### src/display_pipe_pkg.sv
// Constants for the second display pipe configuration and status registers.
// Assumes a single register port on sys_clk and 32-bit register words.
package display_pipe_pkg;

  // --------------------------------------------------------------------
  // Register offsets
  // --------------------------------------------------------------------
  localparam logic [19:0] OFS_PIPE_CONF  = 20'h7_1008;
  localparam logic [19:0] OFS_GAMMA_RED  = 20'h7_1010;
  localparam logic [19:0] OFS_GAMMA_GRN  = 20'h7_1014;
  localparam logic [19:0] OFS_GAMMA_BLU  = 20'h7_1018;
  localparam logic [19:0] OFS_EVT_STAT   = 20'h7_1024;

  // --------------------------------------------------------------------
  // Field positions and reset values
  // --------------------------------------------------------------------
  localparam int CONF_STATE_BIT  = 30;
  localparam int CONF_GAMMA_BIT  = 24;
  localparam int CONF_ILACE_LSB  = 21;
  localparam int CONF_SR_BIT     = 20;
  localparam int CONF_OFF_BIT    = 19;
  localparam int CONF_DEPTH_LSB  = 2;
  localparam int STAT_UNDER_BIT  = 31;
  localparam int NUM_EVT         = 13;
  // Event order: sprite4 flip, sprite3 flip, perf2, primary flip, vsync,
  // line compare, brightness, odd field, even field, self refresh,
  // vblank start, frame start, hblank
  localparam int EVT_STAT_POS [NUM_EVT] = '{15, 14, 11, 10, 9, 8, 7, 5, 4, 3, 2, 1, 0};
  localparam int EVT_EN_POS   [NUM_EVT] = '{30, 22, 27, 26, 25, 24, 23, 21, 20, 19, 18, 17, 16};
  localparam logic [31:0] CONF_RESET  = 32'h0000_0000;
  localparam logic [31:0] STAT_RESET  = 32'h0000_0000;
  localparam logic [16:0] GAMMA_RESET = 17'h1_0000;

  // --------------------------------------------------------------------
  // Encodings
  // --------------------------------------------------------------------
  typedef enum logic [2:0] {
    BPC_8  = 3'h0,
    BPC_10 = 3'h1,
    BPC_6  = 3'h2
  } bpc_code_type;

  typedef enum logic [2:0] {
    ILACE_EMBEDDED  = 3'h4,
    ILACE_VS_SHIFT  = 3'h5,
    ILACE_SYNC_FLD  = 3'h6,
    ILACE_FIELD0    = 3'h7
  } ilace_code_type;

  // Bits per colour for a depth code, zero for reserved codes
  function automatic logic [3:0] bpc_bits(input logic [2:0] code);
    case (code)
      BPC_8:   bpc_bits = 4'h8;
      BPC_10:  bpc_bits = 4'hA;
      BPC_6:   bpc_bits = 4'h6;
      default: bpc_bits = 4'h0;
    endcase
  endfunction : bpc_bits

endpackage : display_pipe_pkg

### src/cfg_link_if.sv
// Internal link between the register front end and its two helpers.
// Assumes all three share sys_clk; nothing here crosses a clock domain.
`timescale 1ns/1ps
interface cfg_link_if;
  logic [31:0] wdata;
  logic        stat_wr;
  logic        conf_wr;
  logic        vblank;
  logic [12:0] evt_raw;
  logic        underflow_evt;
  logic [31:0] stat_word;
  logic [12:0] evt_gated;
  logic        under_flag;
  logic [2:0]  fb_bpc;
  logic [5:0]  depth_word;
  logic [2:0]  out_bpc;
  logic        dither_on;
  logic        dither_st;

  modport top_side (output wdata, stat_wr, conf_wr, vblank, evt_raw, underflow_evt, fb_bpc,
                    input stat_word, evt_gated, under_flag, depth_word, out_bpc,
                    dither_on, dither_st);
  modport status_side (input wdata, stat_wr, evt_raw, underflow_evt,
                       output stat_word, evt_gated, under_flag);
  modport depth_side (input wdata, conf_wr, vblank, fb_bpc,
                      output depth_word, out_bpc, dither_on, dither_st);
endinterface : cfg_link_if

### src/depth_dither_ctrl.sv
// Output colour depth and dithering control, double buffered on vblank.
// Assumes the frame buffer depth code arrives on sys_clk logic.
`timescale 1ns/1ps
module depth_dither_ctrl (
  // Clock and reset
  input  wire logic            sys_clk,
  input  wire logic            rst_b,
  // Link to the register front end
  cfg_link_if.depth_side       lnk
);
  logic [5:0] pend_r, pend_nxt, live_r;
  logic       dither_on_r, dither_st_r;
  wire        depth_differs = display_pipe_pkg::bpc_bits(live_r[5:3]) !=
                              display_pipe_pkg::bpc_bits(lnk.fb_bpc);

  assign pend_nxt = lnk.conf_wr ? lnk.wdata[display_pipe_pkg::CONF_DEPTH_LSB +: 6] : pend_r;

  // Pending value moves to live at vblank; a write in that cycle is taken
  always_ff @(posedge sys_clk or negedge rst_b)
  begin
    if (!rst_b)
    begin
      pend_r      <= display_pipe_pkg::CONF_RESET[7:2];
      live_r      <= display_pipe_pkg::CONF_RESET[7:2];
      dither_on_r <= 1'b0;
      dither_st_r <= 1'b0;
    end
    else
    begin
      pend_r <= pend_nxt;
      if (lnk.vblank)
        live_r <= pend_nxt;
      dither_on_r <= live_r[2] & depth_differs;
      dither_st_r <= (live_r[1:0] == 2'h1);
    end
  end

  assign lnk.depth_word = pend_r;
  assign lnk.out_bpc    = live_r[5:3];
  assign lnk.dither_on  = dither_on_r;
  assign lnk.dither_st  = dither_st_r;
endmodule : depth_dither_ctrl

### src/display_pipe_config_status.sv
// Configuration and status register bank for the second display pipe.
// Assumes register reads and writes and all pipe events come from logic
// on sys_clk, so no input needs a synchroniser.
//
// Behaviour
// - Bit 24 picks palette or interpolating gamma
// - Gamma mode reaches only the pipe gamma
// - Interlace field: immediate if off, else vblank
// - Interlace codes: progressive, embedded, shift, field0
// - Embedded panel code adjusts output timing
// - Bit 20: continuous refresh or on-demand updates
// - Bit 19 blanks planes from next vblank
// - Bits 7:5 colour depth, taken at vblank
// - Dither when output depth differs from buffer
// - Bit 4 dither enable, resets off
// - Bits 3:2 dither type, spatial by default
// - Three 17-bit gamma end points, reset 0x10000
// - Bit 31 underflow, sticky, write one clears
// - Bits 15,14 sprite flip done, write-one clear
// - Enables gate flips, vblank, frame start, hblank
// - Enables for perf counter, vsync, compare, refresh
// - Enables for odd and even field events
// - Enable for image brightness event
// - Vblank loads double buffers and sets status
`timescale 1ns/1ps
module display_pipe_config_status (
  // Clock and reset
  input  wire logic        sys_clk,
  input  wire logic        rst_b,
  // Register port
  input  wire logic [19:0] reg_addr,
  input  wire logic        reg_wr,
  input  wire logic        reg_rd,
  input  wire logic [31:0] reg_wdata,
  output logic      [31:0] reg_rdata,
  output logic             reg_rd_ack,
  // Pipe state and frame buffer format
  input  wire logic        pipe_active,
  input  wire logic [2:0]  fb_bpc_code,
  // Event pulses from the pipe
  input  wire logic        vblank_start,
  input  wire logic        frame_start,
  input  wire logic        hblank_start,
  input  wire logic        underflow_evt,
  input  wire logic        sprite4_flip_evt,
  input  wire logic        sprite3_flip_evt,
  input  wire logic        primary_flip_evt,
  input  wire logic        perf2_evt,
  input  wire logic        vsync_evt,
  input  wire logic        line_cmp_evt,
  input  wire logic        brightness_evt,
  input  wire logic        odd_field_evt,
  input  wire logic        even_field_evt,
  input  wire logic        self_refresh_evt,
  // Gamma controls
  output logic             gamma_ten_bit_mode,
  output logic      [16:0] gamma_max_red,
  output logic      [16:0] gamma_max_green,
  output logic      [16:0] gamma_max_blue,
  // Interlace controls
  output logic      [2:0]  interlace_mode,
  output logic             interlaced,
  output logic             embedded_panel_adjust,
  output logic             field0_only,
  // Refresh and plane controls
  output logic             self_refresh_on_demand,
  output logic             planes_forced_off,
  // Colour depth and dithering
  output logic      [2:0]  out_bpc_code,
  output logic             dither_active,
  output logic             dither_spatio_temporal,
  // Gated events and the ungated underflow flag toward first-level interrupt logic
  output logic      [12:0] first_level_events,
  output logic             underflow_seen
);

  // --------------------------------------------------------------------
  // Address decode
  // --------------------------------------------------------------------
  // Plain compares against full offsets; any other address is unmapped
  wire hit_conf = (reg_addr == display_pipe_pkg::OFS_PIPE_CONF);
  wire hit_red  = (reg_addr == display_pipe_pkg::OFS_GAMMA_RED);
  wire hit_grn  = (reg_addr == display_pipe_pkg::OFS_GAMMA_GRN);
  wire hit_blu  = (reg_addr == display_pipe_pkg::OFS_GAMMA_BLU);
  wire hit_stat = (reg_addr == display_pipe_pkg::OFS_EVT_STAT);

  wire conf_wr  = reg_wr & hit_conf;
  wire stat_wr  = reg_wr & hit_stat;
  wire [2:0] gamma_wr = {reg_wr & hit_blu, reg_wr & hit_grn, reg_wr & hit_red};

  // --------------------------------------------------------------------
  // Helper link
  // --------------------------------------------------------------------
  cfg_link_if lnk ();

  // Event vector in the order the status bank expects
  assign lnk.wdata         = reg_wdata;
  assign lnk.stat_wr       = stat_wr;
  assign lnk.conf_wr       = conf_wr;
  assign lnk.vblank        = vblank_start;
  assign lnk.underflow_evt = underflow_evt;
  assign lnk.fb_bpc        = fb_bpc_code;
  assign lnk.evt_raw       = {sprite4_flip_evt, sprite3_flip_evt, perf2_evt,
                              primary_flip_evt, vsync_evt, line_cmp_evt,
                              brightness_evt, odd_field_evt, even_field_evt,
                              self_refresh_evt, vblank_start, frame_start,
                              hblank_start};

  event_status_bank u_status (
    .sys_clk (sys_clk),
    .rst_b   (rst_b),
    .lnk     (lnk.status_side)
  );

  depth_dither_ctrl u_depth (
    .sys_clk (sys_clk),
    .rst_b   (rst_b),
    .lnk     (lnk.depth_side)
  );

  // --------------------------------------------------------------------
  // Pipe configuration, pending copies
  // --------------------------------------------------------------------
  logic       gamma_pend_r, sr_pend_r, off_pend_r, gamma_pend_nxt, sr_pend_nxt, off_pend_nxt;
  logic [2:0] ilace_pend_r, ilace_pend_nxt;

  // Software always reads back what it wrote, not the live copy
  assign gamma_pend_nxt = conf_wr ? reg_wdata[display_pipe_pkg::CONF_GAMMA_BIT] : gamma_pend_r;
  assign ilace_pend_nxt = conf_wr ? reg_wdata[display_pipe_pkg::CONF_ILACE_LSB +: 3]
                                  : ilace_pend_r;
  assign sr_pend_nxt    = conf_wr ? reg_wdata[display_pipe_pkg::CONF_SR_BIT] : sr_pend_r;
  assign off_pend_nxt   = conf_wr ? reg_wdata[display_pipe_pkg::CONF_OFF_BIT] : off_pend_r;

  // Pending registers
  always_ff @(posedge sys_clk or negedge rst_b)
  begin
    if (!rst_b)
    begin
      gamma_pend_r <= display_pipe_pkg::CONF_RESET[24];
      ilace_pend_r <= display_pipe_pkg::CONF_RESET[23:21];
      sr_pend_r    <= display_pipe_pkg::CONF_RESET[20];
      off_pend_r   <= display_pipe_pkg::CONF_RESET[19];
    end
    else
    begin
      gamma_pend_r <= gamma_pend_nxt;
      ilace_pend_r <= ilace_pend_nxt;
      sr_pend_r    <= sr_pend_nxt;
      off_pend_r   <= off_pend_nxt;
    end
  end

  // --------------------------------------------------------------------
  // Pipe configuration, live copies
  // --------------------------------------------------------------------
  logic       gamma_live_r, sr_live_r, off_live_r, interlaced_r, embedded_r, field0_r;
  logic [2:0] ilace_live_r, ilace_live_nxt;

  // Interlace skips the double buffer while the pipe is off, since no
  // vblank would ever arrive to load it
  wire ilace_now = conf_wr & ~pipe_active;
  assign ilace_live_nxt = (ilace_now | vblank_start) ? ilace_pend_nxt
                                                     : ilace_live_r;

  // Live registers follow pending ones at vblank start
  always_ff @(posedge sys_clk or negedge rst_b)
  begin
    if (!rst_b)
    begin
      gamma_live_r <= display_pipe_pkg::CONF_RESET[24];
      sr_live_r    <= display_pipe_pkg::CONF_RESET[20];
      off_live_r   <= display_pipe_pkg::CONF_RESET[19];
    end
    else if (vblank_start)
    begin
      gamma_live_r <= gamma_pend_nxt;
      sr_live_r    <= sr_pend_nxt;
      off_live_r   <= off_pend_nxt;
    end
  end

  // Interlace code and its decoded flags share one edge
  always_ff @(posedge sys_clk or negedge rst_b)
  begin
    if (!rst_b)
    begin
      ilace_live_r <= display_pipe_pkg::CONF_RESET[23:21];
      interlaced_r <= 1'b0;
      embedded_r   <= 1'b0;
      field0_r     <= 1'b0;
    end
    else
    begin
      ilace_live_r <= ilace_live_nxt;
      interlaced_r <= ilace_live_nxt[2];
      embedded_r   <= (ilace_live_nxt == display_pipe_pkg::ILACE_EMBEDDED);
      field0_r     <= (ilace_live_nxt == display_pipe_pkg::ILACE_FIELD0);
    end
  end

  // --------------------------------------------------------------------
  // Gamma end points
  // --------------------------------------------------------------------
  // No clamp at 1024.0: software owns the range, hardware stores all bits
  logic [16:0] gamma_max_r [3];

  genvar g;
  generate
    for (g = 0; g < 3; g++)
    begin : g_gamma
      always_ff @(posedge sys_clk or negedge rst_b)
      begin
        if (!rst_b)
          gamma_max_r[g] <= display_pipe_pkg::GAMMA_RESET;
        else if (gamma_wr[g])
          gamma_max_r[g] <= reg_wdata[16:0];
      end
    end
  endgenerate

  // --------------------------------------------------------------------
  // Readback
  // --------------------------------------------------------------------
  wire [31:0] conf_word = {1'b0, pipe_active, 5'h00, gamma_pend_r, ilace_pend_r,
                           sr_pend_r, off_pend_r, 11'h000, lnk.depth_word, 2'h0};
  wire [31:0] rd_data_nxt =
    hit_conf ? conf_word :
    hit_red  ? {15'h0000, gamma_max_r[0]} :
    hit_grn  ? {15'h0000, gamma_max_r[1]} :
    hit_blu  ? {15'h0000, gamma_max_r[2]} :
    hit_stat ? lnk.stat_word :
               32'h0000_0000;

  // Read data is held until the next read; unmapped reads return zero
  always_ff @(posedge sys_clk or negedge rst_b)
  begin
    if (!rst_b)
    begin
      reg_rdata  <= 32'h0000_0000;
      reg_rd_ack <= 1'b0;
    end
    else
    begin
      reg_rd_ack <= reg_rd;
      if (reg_rd)
        reg_rdata <= rd_data_nxt;
    end
  end

  // --------------------------------------------------------------------
  // Outputs
  // --------------------------------------------------------------------
  // Gamma mode drives only the pipe corrector; overlay and sprite
  // correctors take no input from this block
  assign gamma_ten_bit_mode     = gamma_live_r;
  assign gamma_max_red          = gamma_max_r[0];
  assign gamma_max_green        = gamma_max_r[1];
  assign gamma_max_blue         = gamma_max_r[2];
  assign interlace_mode         = ilace_live_r;
  assign interlaced             = interlaced_r;
  assign embedded_panel_adjust  = embedded_r;
  assign field0_only            = field0_r;
  assign self_refresh_on_demand = sr_live_r;
  assign planes_forced_off      = off_live_r;
  assign out_bpc_code           = lnk.out_bpc;
  assign dither_active          = lnk.dither_on;
  assign dither_spatio_temporal = lnk.dither_st;
  assign first_level_events     = lnk.evt_gated;
  assign underflow_seen         = lnk.under_flag;

endmodule : display_pipe_config_status

### src/event_status_bank.sv
// Sticky event status bits with their enables, gated toward interrupt logic.
// Assumes event inputs are one-cycle pulses on sys_clk.
`timescale 1ns/1ps
module event_status_bank (
  // Clock and reset
  input  wire logic            sys_clk,
  input  wire logic            rst_b,
  // Link to the register front end
  cfg_link_if.status_side      lnk
);
  logic [12:0] stat_r, stat_nxt, en_r, en_nxt, gated_r;
  logic        under_r, under_nxt;

  // Set wins over a clear in the same cycle so no event is lost
  genvar i;
  generate
    for (i = 0; i < display_pipe_pkg::NUM_EVT; i++)
    begin : g_evt
      // Table entry 0 is the top event, so vector bit i uses the mirrored entry
      localparam int SP = display_pipe_pkg::EVT_STAT_POS[display_pipe_pkg::NUM_EVT - 1 - i];
      localparam int EP = display_pipe_pkg::EVT_EN_POS[display_pipe_pkg::NUM_EVT - 1 - i];
      assign stat_nxt[i] = lnk.evt_raw[i] |
                           (stat_r[i] & ~(lnk.stat_wr & lnk.wdata[SP]));
      assign en_nxt[i]   = lnk.stat_wr ? lnk.wdata[EP] : en_r[i];
    end
  endgenerate
  assign under_nxt = lnk.underflow_evt |
                     (under_r & ~(lnk.stat_wr & lnk.wdata[display_pipe_pkg::STAT_UNDER_BIT]));

  // Status, enables and the gated view all move on the same edge
  always_ff @(posedge sys_clk or negedge rst_b)
  begin
    if (!rst_b)
    begin
      stat_r  <= display_pipe_pkg::STAT_RESET[12:0];
      en_r    <= display_pipe_pkg::STAT_RESET[12:0];
      under_r <= 1'b0;
      gated_r <= 13'h0000;
    end
    else
    begin
      stat_r  <= stat_nxt;
      en_r    <= en_nxt;
      under_r <= under_nxt;
      gated_r <= stat_nxt & en_nxt;
    end
  end

  // Readback word; reserved bits read zero
  always_comb
  begin
    lnk.stat_word = 32'h0000_0000;
    for (int k = 0; k < display_pipe_pkg::NUM_EVT; k++)
    begin
      lnk.stat_word[display_pipe_pkg::EVT_STAT_POS[k]] = stat_r[display_pipe_pkg::NUM_EVT-1-k];
      lnk.stat_word[display_pipe_pkg::EVT_EN_POS[k]]   = en_r[display_pipe_pkg::NUM_EVT-1-k];
    end
    lnk.stat_word[display_pipe_pkg::STAT_UNDER_BIT] = under_r;
  end
  assign lnk.evt_gated  = gated_r;
  assign lnk.under_flag = under_r;
endmodule : event_status_bank

### config.mk
export PLATFORM = sky130hd
export DESIGN_NAME = display_pipe_config_status
export DESIGN_NICKNAME = d
export VERILOG_FILES = /design/src/display_pipe_pkg.sv /design/src/cfg_link_if.sv /design/src/depth_dither_ctrl.sv /design/src/display_pipe_config_status.sv /design/src/event_status_bank.sv
export SDC_FILE = /design/constraint.sdc
export NUM_CORES = 1
export LEC_CHECK = 0
export ABC_AREA = 1
export BUFFER_PORTS_ARGS = -buffer_cell sky130_fd_sc_hd__buf_2
export CAP_MARGIN = 20
export CORE_ASPECT_RATIO = 1.75
export CORE_MARGIN = 3
export CORE_UTILIZATION = 45
export CTS_CLUSTER_DIAMETER = 60
export DETAILED_ROUTE_END_ITERATION = 8
export PLACE_DENSITY = 0.7
export SLEW_MARGIN = 15
export SYNTH_ARGS = -nofsm -noshare
export SYNTH_HDL_FRONTEND = slang
export SYNTH_SLANG_ARGS = --single-unit
### constraint.sdc
create_clock -name sys_clk -period 1 [get_ports sys_clk]
set_input_delay 0.2 -clock sys_clk [delete_from_list [all_inputs] [get_ports sys_clk]]
set_output_delay 0.2 -clock sys_clk [all_outputs]
set_load 0.01 [all_outputs]
# Word-level counts from Yosys, hierarchy flattened
# Index checks and enable logic that the tools add are counted.
totals:
  input_bits: 74
  output_inout_bits: 112
  register_bits: 153
  wordCells: 131
op_classes:
  n_bitwise: 66
  eq_ne: 13
  reduce_logical: 2
  n_mux: 26
op_table:
  columns: ["operator", "n"]
  rows:
  - ["32-bit two-way mux", 5]
  - ["20-bit by 19-bit == test with 1-bit output (second input constant)", 5]
  - ["1-bit AND", 35]
  - ["4-bit one-hot mux with 3 select lines", 2]
  - ["1-bit two-way mux", 16]
  - ["1-bit inverter", 15]
  - ["1-bit bitwise OR", 15]
  - ["13-bit AND", 1]
  - ["3-bit by 1-bit == test with 1-bit output (second input constant)", 2]
  - ["3-bit by 2-bit == test with 1-bit output (second input constant)", 2]
  - ["3-bit == test (second input constant)", 2]
  - ["3-bit logical NOT", 2]
  - ["3-bit two-way mux", 2]
  - ["6-bit two-way mux", 1]
  - ["4-bit inequality test", 1]
  - ["2-bit by 1-bit == test with 1-bit output (second input constant)", 1]

# Longest topological paths before layout
logic_depth:
  ltp_word: 7
  ltp_mapped: 12
  mapped_depth_nobuf: 11

# Cells and area by module
# A second synthesis with hierarchy kept.
unflattened:
  hier_cells: 821
  hier_area_um2: 6955.4
by_module_without_submodules:
  columns: ["module", "n_inst", "cells_per_inst", "seq_area_each_um2", "area_per_inst_um2"]
  rows:
  - ["display_pipe_config_status", 1, 584, 2456.1, 4699.5]
  - ["event_status_bank", 1, 171, 1001.0, 1594.0]
  - ["depth_dither_ctrl", 1, 66, 350.3, 661.9]

# Worst setup path before layout
# OpenSTA, ideal clock, no wires.
synth_path:
  kind: "input to register"
  startpoint: "input reg_addr[19]"
  endpoint: "register gamma_max_r (netlist bit gamma_max_blue[4])"
  path_slack_ps: -397
  required_ps: 879
  arrival_time_ps: 1276
  path_buffers: 1
  cell_stages: 11
  setup_ps: 121
  path_cell_list: "inv_1 > nand2_1 > nor2_8 > nand2_4 > nor2_4 > inv_2 > nor2_4 > nand2_4 > buf_6 > nand2_2 > o21ai_2"
synth_between:
  elab_chain_cells: 2
synth_rtl:
  columns: ["element", "line_no", "text"]
  rows:
  - ["from (decl)", "display_pipe_config_status.sv:31", "input wire logic [19:0] reg_addr,"]
  - ["20-bit by 19-bit == test with 1-bit output", "display_pipe_config_status.sv:84", "wire hit_blu = (reg_addr == display_pipe_pkg::OFS_GAMMA_BLU);"]
  - ["1-bit AND", "display_pipe_config_status.sv:89", "wire [2:0] gamma_wr = {reg_wr & hit_blu, reg_wr & hit_grn, reg_wr & hit_red};"]
  - ["to (signal, indexed assignment)", "display_pipe_config_status.sv:214", "gamma_max_r[g] <= display_pipe_pkg::GAMMA_RESET;"]
  - ["to (signal, indexed assignment)", "display_pipe_config_status.sv:216", "gamma_max_r[g] <= reg_wdata[16:0];"]
  - ["to (decl)", "display_pipe_config_status.sv:205", "logic [16:0] gamma_max_r [3];"]
# No other way between the ends.
# A chain may end at the register's enable or synchronous reset.

# Worst setup path after layout
layout_path:
  startpoint: "input reg_addr[12]"
  endpoint: "register reg_rdata[8]"
layout_between:
  elab_chain_cells: 6
  elab_cells_between_ends: 10
  cone_classes: "eq/ne (5); mux (5)"
layout_rtl:
  columns: ["element", "line_no", "text"]
  rows:
  - ["20-bit by 19-bit == test with 1-bit output", "display_pipe_config_status.sv:85", "wire hit_stat = (reg_addr == display_pipe_pkg::OFS_EVT_STAT);"]
  - ["32-bit two-way mux", "display_pipe_config_status.sv:231", "hit_stat ? lnk.stat_word :"]
  - ["32-bit two-way mux", "display_pipe_config_status.sv:230", "hit_blu ? {15'h0000, gamma_max_r[2]} :"]
  - ["32-bit two-way mux", "display_pipe_config_status.sv:229", "hit_grn ? {15'h0000, gamma_max_r[1]} :"]
  - ["32-bit two-way mux", "display_pipe_config_status.sv:228", "hit_red ? {15'h0000, gamma_max_r[0]} :"]
  - ["32-bit two-way mux *", "display_pipe_config_status.sv:227", "hit_conf ? conf_word :"]
  - ["to (signal assigned)", "display_pipe_config_status.sv:246", "reg_rdata <= rd_data_nxt;"]
  - ["to (decl)", "display_pipe_config_status.sv:35", "output logic [31:0] reg_rdata,"]
# Mark *: on every way between the ends. The rest lies on a longest branch, timed or not.

==> results.cfg <==
[worst_setup_path]
criticalPathCategory = in -> reg
start_kind = input pin
cp.arrival_ps = 1720
crit_path_end_kind = register
crit_required_ps = 1330
worstPathMaxFanout = 5

[floorplan]
die_area_sq_um = 17200
std_cell_rows = 59
die_h_um = 171
die_w_um = 100
io_pins = 186
core-area_sq_um = 15100
initial_core_util_pct = 46.5

[timing]
finalClockSkew_ps = 9.64
max_freq_mhz = 720
hold_viol = 0
setup_viol = 256
layout_setup_ws_ps = -389
tns_ps = -52090
relSlewSlack_pct = 65.5
rsz0062_at_grt = yes
whs_ps = 8.98
slew_viol_final = 0
fin_crit_ps = 1390
worst_slew_pin_slew_ps = 517
finalCritPeriodShare_pct = 139

[clocking]
clk_path_buf_depth = 2
path_clk_slew_ps = 70
clk_root_buffer_cell = clkbuf_16
clkLatencyLatePin_ps = 440
cts_sinks = 150
ctsHtreeMaxLevel = 4
cts_buffers = 17
tritoncts = built

[yosys]
synth_edf_count = 0
syn_area_per_cell_sq_um = 9.01
synth-warning-count = 0
synth-xor-area-share_pct = 0
yosys_most_used_dff = dfrtp_1
synth_mux_area_share_pct = 0.571
synth_top_family_by_area = simple AND/OR/NAND/NOR gates
ys_types = 42
async_reset_ff_share_pct = 100
synth-compound-area-share_pct = 14.5
ys_ff_latch = 150
yosys.area_share.adder_pct = 0
postSynthCellCount = 778
netlist_area_sq_um = 7010
synthSimpleGateAreaFrac_pct = 22.5
synth_seq_area_share_pct = 53.6

[routing]
drc = 0
routed_wl_um = 36000
routedWlPerCell_um = 26.2
vias = 8293
via_per_inst = 6.04
drt_iter0_drc = 639
drt.antenna.violating_nets = 0
drt_pre_antenna_iters = 6

[placement]
hpwl_um = 16400
globalplace.congestion = 0.899
port_buffers = 181

[final_layout]
area_delta_synth_final_pct = 84.4
fill_cells = 649
fin_nets = 1251
drive_gt1_share_pct = 63.0
multi_input_area_sq_um = 4150
seq_area_sq_um = 3760

[grt]
overflow = 0
grt_max_degree = 37
grt_usage_pct = 33.1
first_global_vias = 7990
antenna_found_initial = 1
grt_pass1_wl_um = 42700

[pwr]
peakVddDrop_v = 0.00119
p_leak_uw = 0.00644
p_per_area_nw_per_um2 = 1090

[worst_hold_path]
hold_path.class = in -> reg

[status]
failed_checks = setup timing
status = finished, violations left

[job]
cap_viol_max_count = 0
## what timing repair did
action / 4_1_cts / 5_1_grt
resized for setup: 288 / 238
setup endpoints to repair: 243 / 257
cloned: 15 / 2
setup buffers: 98 / 50
hold endpoints to repair: 160 / 0
pin swaps: 65 / 68
hold buffers: 13 / 0
## registers in the layout (all words and copies together) (netlist names), 13 cells and up
name,cells
gamma_max_blue,17
u_status.stat_r,13
gamma_max_red,17
reg_rdata,30
u_status.en_r,13
gamma_max_green,17
u_status.lnk.evt_gated,13
## metrics by stage
step / total power, uW / area [sq um] / std cells / setup WS, ps / utilization (%)
6_report: 14200 / 12900 / 1374 / -389 / 85.8
5_1_grt: 14400 / 12900 / 1374 / -391 / 85.8
4_1_cts: 13800 / 11700 / 1333 / -280 / 77.6
3_5_place_dp: 7050 / 8840 / 1177 / -678 / 58.7
3_3_place_gp: 7050 / 8840 / 1177 / -697 / 58.7
2_1_floorplan: 6520 / 7320 / 779 / -337 / -
## cell type report
| type | count | area share [%] |
|---|---|---|
| Tap cell | 183 | 1.77 |
| Clock inverter | 11 | 1.16 |
| Antenna cell | 1 | 0.0194 |
| Clock buffer | 21 | 3.48 |
| Sequential cell | 150 | 29.1 |
| Inverter | 98 | 3.32 |
| Timing Repair Buffer | 413 | 29.0 |
| Multi-Input combinational cell | 496 | 32.1 |
| Timing Repair inverter | 1 | 0.0678 |
## final timing paths
check	cells past startpoint	slack, ps	from	endpoint
min	3	9	perf2_evt	u_status.stat_r[10]
min in group asynchronous	2	210	rst_b	u_status.en_r[0]
min reg2reg	1	440	u_depth.live_r[1]	u_depth.lnk.dither_st
max	11	-390	reg_addr[12]	reg_rdata[8]
max in group asynchronous	3	270	rst_b	interlace_mode[1]
max reg2reg	5	-220	gamma_max_red[6]	reg_rdata[6]
## report_power, final
part | internal (uW) | leakage (uW) | switching, uW | total, uW
logic | 486 | 0.00418 | 763 | 1250
clock network | 4000 | 0.000276 | 2810 | 6810
registers | 6080 | 0.00199 | 12.5 | 6100
total | 10600 | 0.00644 | 3580 | 14200
## cell usage in the layout (no fill, tap or decap), types with 20 or more instances in the layout
cell type,netlist,routed
buf_12,0,28
buf_2,8,131
buf_4,10,131
buf_6,7,89
dfrtp_1,147,144
inv_1,91,78
nand2_1,163,84
nand2_2,15,44
nand2_4,3,51
nand4_1,20,20
o21ai_1,53,47
o21ai_2,22,72
o21ai_4,0,30
## synthesized netlist by cell type (8+ instances only)
library cell / number / share of area (%)
a21oi_1: 16 / 1.1
nand4_1: 20 / 1.8
clkbuf_1: 12 / 0.64
buf_2: 8 / 0.57
nand2_2: 15 / 1.3
nor2_1: 28 / 1.5
o21ai_1: 53 / 3.8
dfrtp_1: 147 / 52
inv_1: 91 / 4.9
nand3_1: 29 / 2.1
nand2_1: 163 / 8.7
o21ai_2: 22 / 2.7
buf_4: 10 / 1.1
o21ai_0: 75 / 5.4
## per-layer routing
| metal | track usage [%] | vias to the layer above | wire length, um |
|---|---|---|---|
| met3 | 6.49 | 293 | 2650 |
| li1 | - | 3337 | - |
| met4 | 26.2 | 0 | 3870 |
| met2 | 58.0 | 633 | 18100 |
| met5 | 0 | - | 0 |
| met1 | 33.5 | 4030 | 11400 |
## worst max-delay path, stage by stage
cell and delay [ps]:
buf_6 90, inv_2 50, nor2_1 160, nand2_1 130, nor2_4 200, buf_8 160, buf_12 120, nand3_4 120
o21ai_2 160, nor2_1 70, o21ai_1 240
## cell families (layout without fill, tap and decap cells)
group,count (synthesis),in the layout
flops,150,150
compound gates,181,181
other cells,1,3
mux,4,4
buf+inv,136,544
simple gates,306,309
No activity file was read; power rests on OpenSTA's default activity.
